--- config.mk ---
export PLATFORM = sky130hd
export DESIGN_NAME = hbs_sequencer
export DESIGN_NICKNAME = d
export VERILOG_FILES = /design/src/common/hbs_pkg.sv /design/src/design/hbs_sequencer.sv /design/src/design/hbs_timer.sv
export VERILOG_INCLUDE_DIRS = /design/src /design/src/common
export SDC_FILE = /design/constraint.sdc
export NUM_CORES = 1
export LEC_CHECK = 0
export ABC_AREA = 0
export BUFFER_PORTS_ARGS = -buffer_cell sky130_fd_sc_hd__buf_2
export CAP_MARGIN = 20
export CORE_ASPECT_RATIO = 1.2
export CORE_MARGIN = 1.5
export CORE_UTILIZATION = 45
export CTS_BUF_LIST = sky130_fd_sc_hd__clkbuf_8
export DETAILED_ROUTE_END_ITERATION = 6
export PLACE_DENSITY = 0.64
export SETUP_SLACK_MARGIN = 0.05
export SLEW_MARGIN = 30
export SYNTH_ARGS = -nofsm -noshare
export SYNTH_HDL_FRONTEND = slang
export SYNTH_SLANG_ARGS = --single-unit
--- constraint.sdc ---
create_clock -name sys_clk -period 8.9 [get_ports sys_clk]
set_clock_uncertainty 0.05 [all_clocks]
set_input_delay 0.89 -clock sys_clk [delete_from_list [all_inputs] [get_ports sys_clk]]
set_output_delay 0.89 -clock sys_clk [all_outputs]
set_load 0.01 [all_outputs]
--- src/common/hbs_map.svh ---
// Constants for the holding brake sequencer: register offsets, fields, resets, timing.
// Assumes inclusion by bare name from design files; definitions only.
`ifndef HBS_MAP_SVH
`define HBS_MAP_SVH

// Register offsets (word index on the plain register port).
`define HBS_ADDR_CTRL      4'h0
`define HBS_ADDR_OPEN_T    4'h1
`define HBS_ADDR_CLOSE_SPD 4'h2
`define HBS_ADDR_DELAY_T   4'h3
`define HBS_ADDR_INHIB_T   4'h4
`define HBS_ADDR_FUNC_SEL  4'h5
`define HBS_ADDR_INV_SEL   4'h6
`define HBS_ADDR_STATUS    4'h7
`define HBS_ADDR_SETPOINT  4'h8

// Control register fields.
`define HBS_CTRL_SEQ_EN    0
`define HBS_CTRL_POS_MODE  1

// Output function code for the holding brake.
`define HBS_FUNC_BRAKE     8'h23

// Reset values.
`define HBS_RST_OPEN_T     16'h0064
`define HBS_RST_CLOSE_SPD  16'h0010
`define HBS_RST_DELAY_T    16'h00C8
`define HBS_RST_INHIB_T    16'h0064

// Timer tick: control-cycle period in ns and clock period in ns.
`define HBS_TICK_NS        125000
`define HBS_CLK_NS         25
`define HBS_TICK_CYC       (`HBS_TICK_NS / `HBS_CLK_NS)

`endif

--- src/common/hbs_pkg.sv ---
// Types for the holding brake sequencer.
// Assumes the map header supplies all numeric constants except the state codes defined here.
`default_nettype none
package hbs_pkg;
    // Sequencer states, Gray coded along open -> run -> close -> inhibit.
    typedef enum logic [2:0] {
        HBS_IDLE    = 3'b000,
        HBS_OPENING = 3'b001,
        HBS_RUN     = 3'b011,
        HBS_CLOSING = 3'b010,
        HBS_INHIBIT = 3'b110
    } hbs_state_t;
endpackage
`default_nettype wire

--- src/design/hbs_sequencer.sv ---
// Holding brake sequencer: enables, three timers, setpoint gate, brake outputs.
// Assumes all inputs synchronous to sys_clk; registers on a plain strobe port.
//
// Design decisions made here: the register addresses and the strobed register port.
`default_nettype none
`include "hbs_map.svh"
module hbs_sequencer (
    // Clock and reset.
    input  wire logic        sys_clk,
    input  wire logic        rst,
    // Register port.
    input  wire logic [3:0]  regAddr,
    input  wire logic [15:0] regWrData,
    input  wire logic        regWr,
    input  wire logic        regRd,
    output logic [15:0]      regRdData,
    // Enable conditions.
    input  wire logic        ctrlEnableExt,
    input  wire logic        ctrlEnableInt,
    input  wire logic        pulseEnableExt,
    input  wire logic        pulseEnableInt,
    // Speed path.
    input  wire logic [15:0] speedSetpoint,
    input  wire logic [15:0] actualSpeed,
    output logic [15:0]      speedSetpointOut,
    output logic             speedLoopActive,
    output logic             motorDriveEnable,
    // Brake signals.
    output logic             openBrakeInternal,
    output logic             openBrakeStatusBit,
    output logic [3:0]       outputTerminal,
    output logic             ctrlEnableStatus
);
    localparam int TERMS = 4;

    typedef struct packed {
        hbs_pkg::hbs_state_t state;
        logic [15:0]         tickCnt;
        logic                tick;
        logic                seqEnable;
        logic                posMode;
        logic [15:0]         openTime;
        logic [15:0]         closeSpeed;
        logic [15:0]         delayTime;
        logic [15:0]         inhibitTime;
        logic [31:0]         funcSel;
        logic [3:0]          invSel;
        logic                ctrlEnPrev;
        logic                openBrake;
        logic                brakeOut;
        logic [3:0]          terms;
        logic [15:0]         setOut;
        logic                loopOn;
        logic                driveOn;
        logic                statusEn;
        logic [15:0]         rdData;
    } hbs_regs_t;

    hbs_regs_t st;
    hbs_regs_t next_st;

    logic ctrlEnable;
    logic pulseEnable;
    logic openExpired;
    logic delayExpired;
    logic inhibitExpired;
    logic loadOpen;
    logic loadDelay;
    logic loadInhibit;
    logic atCloseSpeed;
    logic [15:0] absSpeed;

    // Effective enables are the AND of the external and internal conditions; the controller enable also needs the pulse enable.
    assign ctrlEnable  = ctrlEnableExt & ctrlEnableInt & pulseEnable;
    assign pulseEnable = pulseEnableExt & pulseEnableInt;

    // Speed is signed; compare its magnitude with the close threshold.
    assign absSpeed     = actualSpeed[15] ? 16'(-actualSpeed) : actualSpeed;
    assign atCloseSpeed = (absSpeed <= st.closeSpeed);

    // Timer start conditions, each a one-cycle load.
    assign loadOpen    = ctrlEnable && !st.ctrlEnPrev;
    assign loadDelay   = !ctrlEnable && st.ctrlEnPrev && pulseEnable;
    assign loadInhibit = loadDelay;

    hbs_timer u_open (
        .sys_clk (sys_clk),
        .rst     (rst),
        .load    (loadOpen),
        .tick    (st.tick),
        .preset  (st.openTime),
        .expired (openExpired)
    );

    hbs_timer u_delay (
        .sys_clk (sys_clk),
        .rst     (rst),
        .load    (loadDelay),
        .tick    (st.tick),
        .preset  (st.delayTime),
        .expired (delayExpired)
    );

    hbs_timer u_inhibit (
        .sys_clk (sys_clk),
        .rst     (rst),
        .load    (loadInhibit),
        .tick    (st.tick),
        .preset  (st.inhibitTime),
        .expired (inhibitExpired)
    );

    // All next-state logic: tick divider, registers, sequencer and outputs.
    always_comb begin
        next_st = st;
        next_st.tick = 1'b0;
        next_st.ctrlEnPrev = ctrlEnable;

        // Control-cycle tick from the system clock.
        if (st.tickCnt >= 16'(`HBS_TICK_CYC - 1)) begin
            next_st.tickCnt = 16'h0000;
            next_st.tick    = 1'b1;
        end else begin
            next_st.tickCnt = st.tickCnt + 16'h0001;
        end

        // Register writes.
        if (regWr) begin
            case (regAddr)
                `HBS_ADDR_CTRL: begin
                    next_st.seqEnable = regWrData[`HBS_CTRL_SEQ_EN];
                    next_st.posMode   = regWrData[`HBS_CTRL_POS_MODE];
                end
                `HBS_ADDR_OPEN_T:    next_st.openTime    = regWrData;
                `HBS_ADDR_CLOSE_SPD: next_st.closeSpeed  = regWrData;
                `HBS_ADDR_DELAY_T:   next_st.delayTime   = regWrData;
                `HBS_ADDR_INHIB_T:   next_st.inhibitTime = regWrData;
                `HBS_ADDR_FUNC_SEL:  next_st.funcSel     = {st.funcSel[23:0], regWrData[7:0]};
                `HBS_ADDR_INV_SEL:   next_st.invSel      = regWrData[3:0];
                default: ;
            endcase
        end

        // Register reads: data stand only in the following cycle.
        next_st.rdData = 16'h0000;
        if (regRd) begin
            case (regAddr)
                `HBS_ADDR_CTRL:      next_st.rdData = {14'h0000, st.posMode, st.seqEnable};
                `HBS_ADDR_OPEN_T:    next_st.rdData = st.openTime;
                `HBS_ADDR_CLOSE_SPD: next_st.rdData = st.closeSpeed;
                `HBS_ADDR_DELAY_T:   next_st.rdData = st.delayTime;
                `HBS_ADDR_INHIB_T:   next_st.rdData = st.inhibitTime;
                `HBS_ADDR_FUNC_SEL:  next_st.rdData = {8'h00, st.funcSel[7:0]};
                `HBS_ADDR_INV_SEL:   next_st.rdData = {12'h000, st.invSel};
                `HBS_ADDR_STATUS:    next_st.rdData = {9'h000, st.state, st.statusEn,
                                                       st.openBrake, st.loopOn, st.driveOn};
                `HBS_ADDR_SETPOINT:  next_st.rdData = st.setOut;
                default:             next_st.rdData = 16'h0000;
            endcase
        end

        // Sequencer.
        case (st.state)
            hbs_pkg::HBS_IDLE: begin
                if (loadOpen) begin
                    next_st.state = hbs_pkg::HBS_OPENING;
                end
            end
            hbs_pkg::HBS_OPENING: begin
                if (!pulseEnable) begin
                    next_st.state = hbs_pkg::HBS_IDLE;
                end else if (loadDelay) begin
                    next_st.state = hbs_pkg::HBS_CLOSING;
                end else if (openExpired && !loadOpen) begin
                    next_st.state = hbs_pkg::HBS_RUN;
                end
            end
            hbs_pkg::HBS_RUN: begin
                if (!pulseEnable) begin
                    next_st.state = hbs_pkg::HBS_IDLE;
                end else if (loadDelay) begin
                    next_st.state = hbs_pkg::HBS_CLOSING;
                end
            end
            hbs_pkg::HBS_CLOSING, hbs_pkg::HBS_INHIBIT: begin
                if (!pulseEnable) begin
                    next_st.state = hbs_pkg::HBS_IDLE;
                end else if (loadOpen) begin
                    next_st.state = hbs_pkg::HBS_OPENING;
                end else if (inhibitExpired && !loadDelay) begin
                    next_st.state = hbs_pkg::HBS_IDLE;
                end else begin
                    next_st.state = hbs_pkg::HBS_INHIBIT;
                end
            end
            default: next_st.state = hbs_pkg::HBS_IDLE;
        endcase

        // Brake open from enable until either close condition.
        // Setpoint is forced to zero the moment enable drops, so the
        // inhibit timer starts at the same edge as the delay timer.
        case (next_st.state)
            hbs_pkg::HBS_OPENING: next_st.openBrake = 1'b1;
            hbs_pkg::HBS_RUN:     next_st.openBrake = 1'b1;
            hbs_pkg::HBS_CLOSING, hbs_pkg::HBS_INHIBIT: begin
                if (st.state == hbs_pkg::HBS_OPENING || st.state == hbs_pkg::HBS_RUN) begin
                    next_st.openBrake = 1'b1;
                end
                if (atCloseSpeed) begin
                    next_st.openBrake = 1'b0;
                end
                if (delayExpired && !loadDelay) begin
                    next_st.openBrake = 1'b0;
                end
            end
            default: next_st.openBrake = 1'b0;
        endcase

        next_st.loopOn   = (next_st.state != hbs_pkg::HBS_IDLE);
        next_st.driveOn  = next_st.loopOn;
        next_st.statusEn = (next_st.state == hbs_pkg::HBS_RUN);
        next_st.setOut   = (next_st.state == hbs_pkg::HBS_RUN) ? speedSetpoint
                                                               : 16'h0000;

        // Without the sequence enable the brake output is held closed (low)
        // whatever the drive does, so the sequencer never acts on it.
        next_st.brakeOut = st.seqEnable ? st.openBrake : 1'b0;
        for (int i = 0; i < TERMS; i++) begin
            next_st.terms[i] = (st.funcSel[i*8 +: 8] == `HBS_FUNC_BRAKE)
                               ? (st.brakeOut ^ st.invSel[i]) : st.invSel[i];
        end
    end

    always_ff @(posedge sys_clk or posedge rst) begin
        if (rst) begin
            st <= '{state: hbs_pkg::HBS_IDLE, tickCnt: 16'h0000, tick: 1'b0,
                    seqEnable: 1'b0, posMode: 1'b0,
                    openTime: `HBS_RST_OPEN_T, closeSpeed: `HBS_RST_CLOSE_SPD,
                    delayTime: `HBS_RST_DELAY_T, inhibitTime: `HBS_RST_INHIB_T,
                    funcSel: 32'h0000_0000, invSel: 4'h0, ctrlEnPrev: 1'b0,
                    openBrake: 1'b0, brakeOut: 1'b0, terms: 4'h0,
                    setOut: 16'h0000, loopOn: 1'b0, driveOn: 1'b0,
                    statusEn: 1'b0, rdData: 16'h0000};
        end else begin
            st <= next_st;
        end
    end

    // Outputs straight from the state flip-flops.
    assign regRdData          = st.rdData;
    assign speedSetpointOut   = st.setOut;
    assign speedLoopActive    = st.loopOn;
    assign motorDriveEnable   = st.driveOn;
    assign openBrakeInternal  = st.openBrake;
    assign openBrakeStatusBit = st.brakeOut;
    assign outputTerminal     = st.terms;
    assign ctrlEnableStatus   = st.statusEn;

    a_open_start: assert property (@(posedge sys_clk) disable iff (rst)
        loadOpen && pulseEnable |=> st.state == hbs_pkg::HBS_OPENING && st.loopOn
        && st.setOut == 16'h0000) else $error("opening did not start");
    a_setpoint_gate: assert property (@(posedge sys_clk) disable iff (rst)
        st.setOut != 16'h0000 |-> st.state == hbs_pkg::HBS_RUN) else $error("setpoint leaked");
    a_status_enable: assert property (@(posedge sys_clk) disable iff (rst)
        st.statusEn |-> openExpired && st.loopOn) else $error("status before opening time");
    a_pulse_off: assert property (@(posedge sys_clk) disable iff (rst)
        !pulseEnable |=> !st.openBrake && !st.driveOn) else $error("pulse removal ignored");
    a_delay_close: assert property (@(posedge sys_clk) disable iff (rst)
        st.state == hbs_pkg::HBS_INHIBIT && delayExpired && pulseEnable && !ctrlEnable
        |=> !st.openBrake) else $error("delay expiry left brake open");
    a_speed_close: assert property (@(posedge sys_clk) disable iff (rst)
        st.state == hbs_pkg::HBS_INHIBIT && atCloseSpeed && pulseEnable && !ctrlEnable
        |=> !st.openBrake) else $error("close speed left brake open");
    a_inhibit_hold: assert property (@(posedge sys_clk) disable iff (rst)
        st.state == hbs_pkg::HBS_INHIBIT && !inhibitExpired && pulseEnable && !ctrlEnable
        |=> st.loopOn) else $error("loop dropped during inhibit");
    a_seq_disabled: assert property (@(posedge sys_clk) disable iff (rst)
        !st.seqEnable |=> !st.brakeOut) else $error("brake driven while disabled");
endmodule
`default_nettype wire

--- src/design/hbs_timer.sv ---
// Down-counting sequencer timer clocked by the control-cycle tick.
// Assumes load and tick are synchronous to sys_clk; load wins over counting.
`default_nettype none
`include "hbs_map.svh"
module hbs_timer (
    // Clock and reset.
    input  wire logic        sys_clk,
    input  wire logic        rst,
    // Control.
    input  wire logic        load,
    input  wire logic        tick,
    input  wire logic [15:0] preset,
    // Status.
    output logic             expired
);
    typedef struct packed {
        logic [15:0] count;
        logic        done;
    } hbs_tmr_t;

    hbs_tmr_t st;
    hbs_tmr_t next_st;

    // A restart reloads the programmed value even mid-count.
    always_comb begin
        next_st = st;
        if (load) begin
            next_st.count = preset;
            next_st.done  = (preset == 16'h0000);
        end else if (tick && !st.done) begin
            if (st.count <= 16'h0001) begin
                next_st.count = 16'h0000;
                next_st.done  = 1'b1;
            end else begin
                next_st.count = st.count - 16'h0001;
            end
        end
    end

    always_ff @(posedge sys_clk or posedge rst) begin
        if (rst) begin
            st <= '{count: 16'h0000, done: 1'b1};
        end else begin
            st <= next_st;
        end
    end

    assign expired = st.done;

    // Expiry only ever follows a tick or a zero preset.
    a_timer_expiry: assert property (@(posedge sys_clk) disable iff (rst)
        $rose(st.done) |-> $past(tick) || $past(load)) else $error("timer expired without cause");
endmodule
`default_nettype wire

Word-level counts from Yosys, hierarchy flattened --
Cells that the tools add are included.
Cells by class: $add $sub $neg 5, order comparisons 5, equal/unequal tests 21, multiplexer cells 37, bitwise logic cells 7, reductions and logical operators 42
Operator list (number):
- $pmux 16 s9 | 1
- $mux 16 | 7
- $mux 17 | 6
- $le 16x1->1 const B | 3
- $logic_not 16->1 | 3
- $sub 16x1->16 const B | 3
- $eq 8x6->1 const B | 4
- $mux 3 | 9
- $reduce_and 2->1 | 10
- $add 16x1->16 const B | 1
- $eq 4x3->1 const B | 4
- $ge 16x13->1 const B | 1
- $le 16x16->1 | 1
- $neg 16->16 | 1
- $eq 3x2->1 const B | 4
- $mux 1 | 12
- $pmux 3 s4 | 1
- $reduce_bool 2->1 | 6
- $logic_and 1x1->1 | 9
- $eq 4x2->1 const B | 2
- $logic_not 1->1 | 7
- $eq 3x1->1 const B | 2
- $eq 3x3->1 const B | 2
- $reduce_or 2->1 | 3
- 10 further kinds | 15
Storage, ports and cells: flip-flop bits (word level) 214, input port bits 60, output and inout bits 41, word-level logic and storage cells 142

Depth between registers and ports, before layout --
depth after elaboration 14, mapped depth 12, gate-level depth less buffers 12

Modules after synthesis --
A second synthesis with hierarchy kept.
Second synthesis, totals: cells, all modules 1057, area total of the unflattened synthesis 11353.4 um2
By module, submodules not included:
- hbs_sequencer | times used 1, cells an instance 637, area an instance 7753.7 um2
- hbs_timer | times used 3, cells an instance 140, area an instance 1199.9 um2

Worst setup path after synthesis --
OpenSTA, ideal clock, no wires.
path type input-to-reg, from in actualSpeed[3], to reg st (netlist bit openBrakeInternal), library setup time 0.120 ns, arrival 3.747 ns, path slack 4.983 ns, stages 9, buffers on the path 0, cells stage by stage or4_1 or3_1 o41ai_1 xnor2_1 ha_1 nand4_1 or4_1 o221a_2 a31o_2
Between the ends: longest elaborated chain between the ends 6, elaborated cells between the ends (all ways) 7
RTL lines:
- start, declared | RTL line hbs_sequencer.sv:24 | input wire logic [15:0] actualSpeed,
- $neg 16->16 | RTL line hbs_sequencer.sv:78 | assign absSpeed = actualSpeed[15] ? 16'(-actualSpeed) : actualSpeed;
- $mux 16 * | RTL line hbs_sequencer.sv:78
- $le 16x16->1 * | RTL line hbs_sequencer.sv:79 | assign atCloseSpeed = (absSpeed <= st.closeSpeed);
- $mux 1 | RTL line hbs_sequencer.sv:209 | if (atCloseSpeed) begin
- $mux 1 | RTL line hbs_sequencer.sv:212 | if (delayExpired && !loadDelay) begin
- $pmux 1 s2 | RTL line hbs_sequencer.sv:202 | case (next_st.state)
- end signal, assigned | RTL line hbs_sequencer.sv:236 | st <= '{state: hbs_pkg::HBS_IDLE, tickCnt: 16'h0000, tick: 1'b0,
- end signal, assigned | RTL line hbs_sequencer.sv:245 | st <= next_st;
- end, declared | RTL line hbs_sequencer.sv:59 | hbs_regs_t st;
Every way passes the cells marked *; elsewhere a longest branch is shown, timed or not. A chain may end at the register's enable or synchronous reset.

Final worst setup path --
Same ends and word-level chain as after synthesis.

==> results.json <==
{
  "synth-compound-area-share_pct": 14.2,
  "synth_top_family_by_area": "simple AND/OR/NAND/NOR gates",
  "worstHoldEndpoint": "u_inhibit.st[9]",
  "synth_mux_area_share_pct": 11.8,
  "fp.dieH_um": 174,
  "path_max_fanout": 5,
  "fp.dieArea_sq_um": 25400,
  "critPathCaptureType": "flop",
  "grt_pass1_vias": 8203,
  "grt_max_degree": 138,
  "worstHoldStart": "u_inhibit.st[9]",
  "worst_path_most_repeated_cell": "or4_1",
  "first_iter_violations": 610,
  "antenna_found_initial": 0,
  "cts_tree": "built",
  "finalPower_mw": 2.87,
  "setup_viol": 0,
  "drc": 0,
  "ys_async_sr_fraction_pct": 100,
  "yosys_warnings": 0,
  "wire_per_inst_um": 20.4,
  "first_pass_iters": 5,
  "cts_setup_buffers": 0,
  "ctsHtreeMaxLevel": 2,
  "slew_viol_final": 0,
  "r2r_end": "u_inhibit.st[8]",
  "n_fill_cell": 2257,
  "grt_first_pass_wirelength_um": 46300,
  "hold_buffers": 0,
  "synth_simple_gate_area_share_pct": 14.6,
  "io_pins": 101,
  "r2r_cells": 6,
  "antenna_cells": 0,
  "area_growth_pct": 11.1,
  "fp.coreArea_sq_um": 24000,
  "finalNetCount": 1176,
  "rsz0062_at_grt": "false",
  "dp_hpwl_um": 21100,
  "cp_cell_sequence": "buf_2 > or4_1 > or3_1 > o41ai_1 > xnor2_1 > ha_1 > nand4_1 > or4_1 > o221a_2 > a31o_2",
  "portBuffers": 100,
  "worstPathRequired_ns": 9.25,
  "critPathLaunchType": "input pin",
  "synth_xor_area_share_pct": 2.23,
  "synth_fa_ha_area_share_pct": 2.73,
  "finalSetupTns_ns": 0,
  "status": "completed",
  "gp_congestion": 0.918,
  "antenna_left": 0,
  "path_clk_slew_ns": 0.05,
  "synth-edff-count": 0,
  "vias": 8439,
  "maxCapViolations": 0,
  "hold_class": "reg2reg",
  "cts_resized": 0,
  "grt_overflow": 0,
  "mappedNetlistArea_sq_um": 11000,
  "seqCellArea_sq_um": 5370,
  "yosys_register_bits": 214,
  "ys_types": 74,
  "crit_type": "in2reg",
  "cts_buffers": 36,
  "finalHoldViolCount": 0,
  "layout_min_cycle_time_ns": 3.68,
  "row_count": 62,
  "mostFrequentLayoutCells": "dfrtp_1 (201), mux2_2 (102), buf_2 (100)",
  "cp_data_arrival_time_ns": 4.04,
  "ir_drop_uv": 103,
  "final_common_cell": "dfrtp_1",
  "clockBufferDepth": 3,
  "start_util_pct": 45.9,
  "cp_slowest_stage_delay_ns": 0.56,
  "tightest_slew_ns": 0.950,
  "ctsRootBufferMaster": "clkbuf_8",
  "yosys_most_used_dff": "dfrtp_1",
  "drive_gt1_share_pct": 26.2,
  "max_freq_mhz": 272,
  "synth-seq-area-share_pct": 48.9,
  "slowest_stage": "or4_1",
  "p_per_area_nw_per_um2": 235,
  "wl_um": 29400,
  "hold_depth": 1,
  "max_slew_margin_pct": 36.6,
  "multi_input_area_sq_um": 5040,
  "grt_use_total_pct": 23.3,
  "die_x_um": 146,
  "rrSetupSlack_ns": 5.97,
  "static-leakage-power_nw": 5.53,
  "via_per_inst": 5.87,
  "post-route-period-util_pct": 41.4,
  "syn_inst": 1028,
  "clk_latency_ns": 0.52,
  "avgSynthCellArea_sq_um": 10.7,
  "cts_sinks": 214,
  "rr_startpoint": "st[41]"
}
==> through the flow <==
stage | instances | setup slack, ns | instance area (sq um) | hold WS (ns) | utilization, %
after floorplan | 1030 | 2.13 | 11000 | 0.398 | -
after global placement | 1374 | 4.73 | 11500 | 0.422 | 48.0
after detailed placement | 1374 | 4.69 | 11500 | 0.419 | 48.0
after CTS | 1438 | 5.23 | 12200 | 0.438 | 50.9
after global routing | 1438 | 5.10 | 12200 | 0.465 | 51.0
final | 1438 | 5.22 | 12200 | 0.440 | 51.0
==> worst max-delay path, delay by kind of cell <==
| kind | cells | cell delay [ns] |
|---|---|---|
| adder cells (fa/ha/maj) | 1 | 0.33 |
| AND/OR/NAND/NOR | 4 | 1.67 |
| AO/OA/AOI/OAI | 3 | 0.90 |
| XOR/XNOR | 1 | 0.12 |
| buffers and inverters | 1 | 0.13 |
==> logic make-up after synthesis <==
group | after synthesis
AND/OR/NAND/NOR | 310
buffers and inverters | 116
AO/OA/AOI/OAI | 219
multiplexers | 116
flip-flops | 214
XOR/XNOR | 28
other | 1
adder cells (fa/ha/maj) | 24
==> final cells by class <==
class / count / share of cell area, %
well taps: 320 / 3.28
multi-input cells: 700 / 41.2
clock buffers: 45 / 5.07
inverters: 31 / 1.05
flip-flops and latches: 214 / 44.0
clock inverters: 19 / 0.727
repair buffers: 109 / 4.68
==> synthesized netlist by cell type (all sizes together) (8+ instances only) <==
library cell / instances / share of area (%)
buf: 47 / 3.0
and2: 10 / 0.57
nor2: 63 / 2.2
nand3: 24 / 1.1
clkbuf: 37 / 1.3
nand2: 72 / 2.5
or4: 8 / 0.58
and3: 28 / 1.6
mux2: 102 / 10
nor3: 31 / 1.4
dfrtp: 201 / 46
a221o: 13 / 1.2
nand4: 13 / 0.74
mux2i: 13 / 1.2
dfstp: 13 / 3.1
xor2: 9 / 0.72
a31oi: 14 / 0.80
inv: 31 / 1.1
xnor2: 19 / 1.5
a21o: 8 / 0.55
o21ai: 39 / 1.8
a22oi: 28 / 1.9
nand2b: 8 / 0.46
a21oi: 37 / 1.7
nor4: 22 / 1.4
ha: 24 / 2.7
o41ai: 8 / 0.71
==> worst max-delay path by stage <==
stage	from	to	slack, ns	depth (start not counted)
floorplan	rst	ctrlEnableStatus	2.13	1
global placement	actualSpeed[3]	openBrakeInternal	4.73	10
detailed placement	actualSpeed[3]	openBrakeInternal	4.69	10
CTS	actualSpeed[3]	openBrakeInternal	5.23	10
global route	actualSpeed[3]	openBrakeInternal	5.10	10
finish	actualSpeed[3]	openBrakeInternal	5.22	10
==> layer usage <==
metal	up-vias	GRT usage, %	share of wire, %
li1	3899	-	-
met1	4191	30.9	43
met3	60	3.60	5.3
met5	-	0	0
met4	0	9.52	3.4
met2	289	38.1	48
==> report_power, final <==
group	internal [mW]	switching, mW
clock	0.458	0.403
combinational	0.285	0.316
sequential	1.18	0.234
total	1.92	0.953
==> registers in the layout (all words and copies together) (netlist names), 4 cells and up <==
signal,count
u_inhibit.st,16
speedSetpointOut,16
u_open.st,16
outputTerminal,4
regRdData,16
st,123
u_delay.st,16
Power figures use the tool's default switching activity.
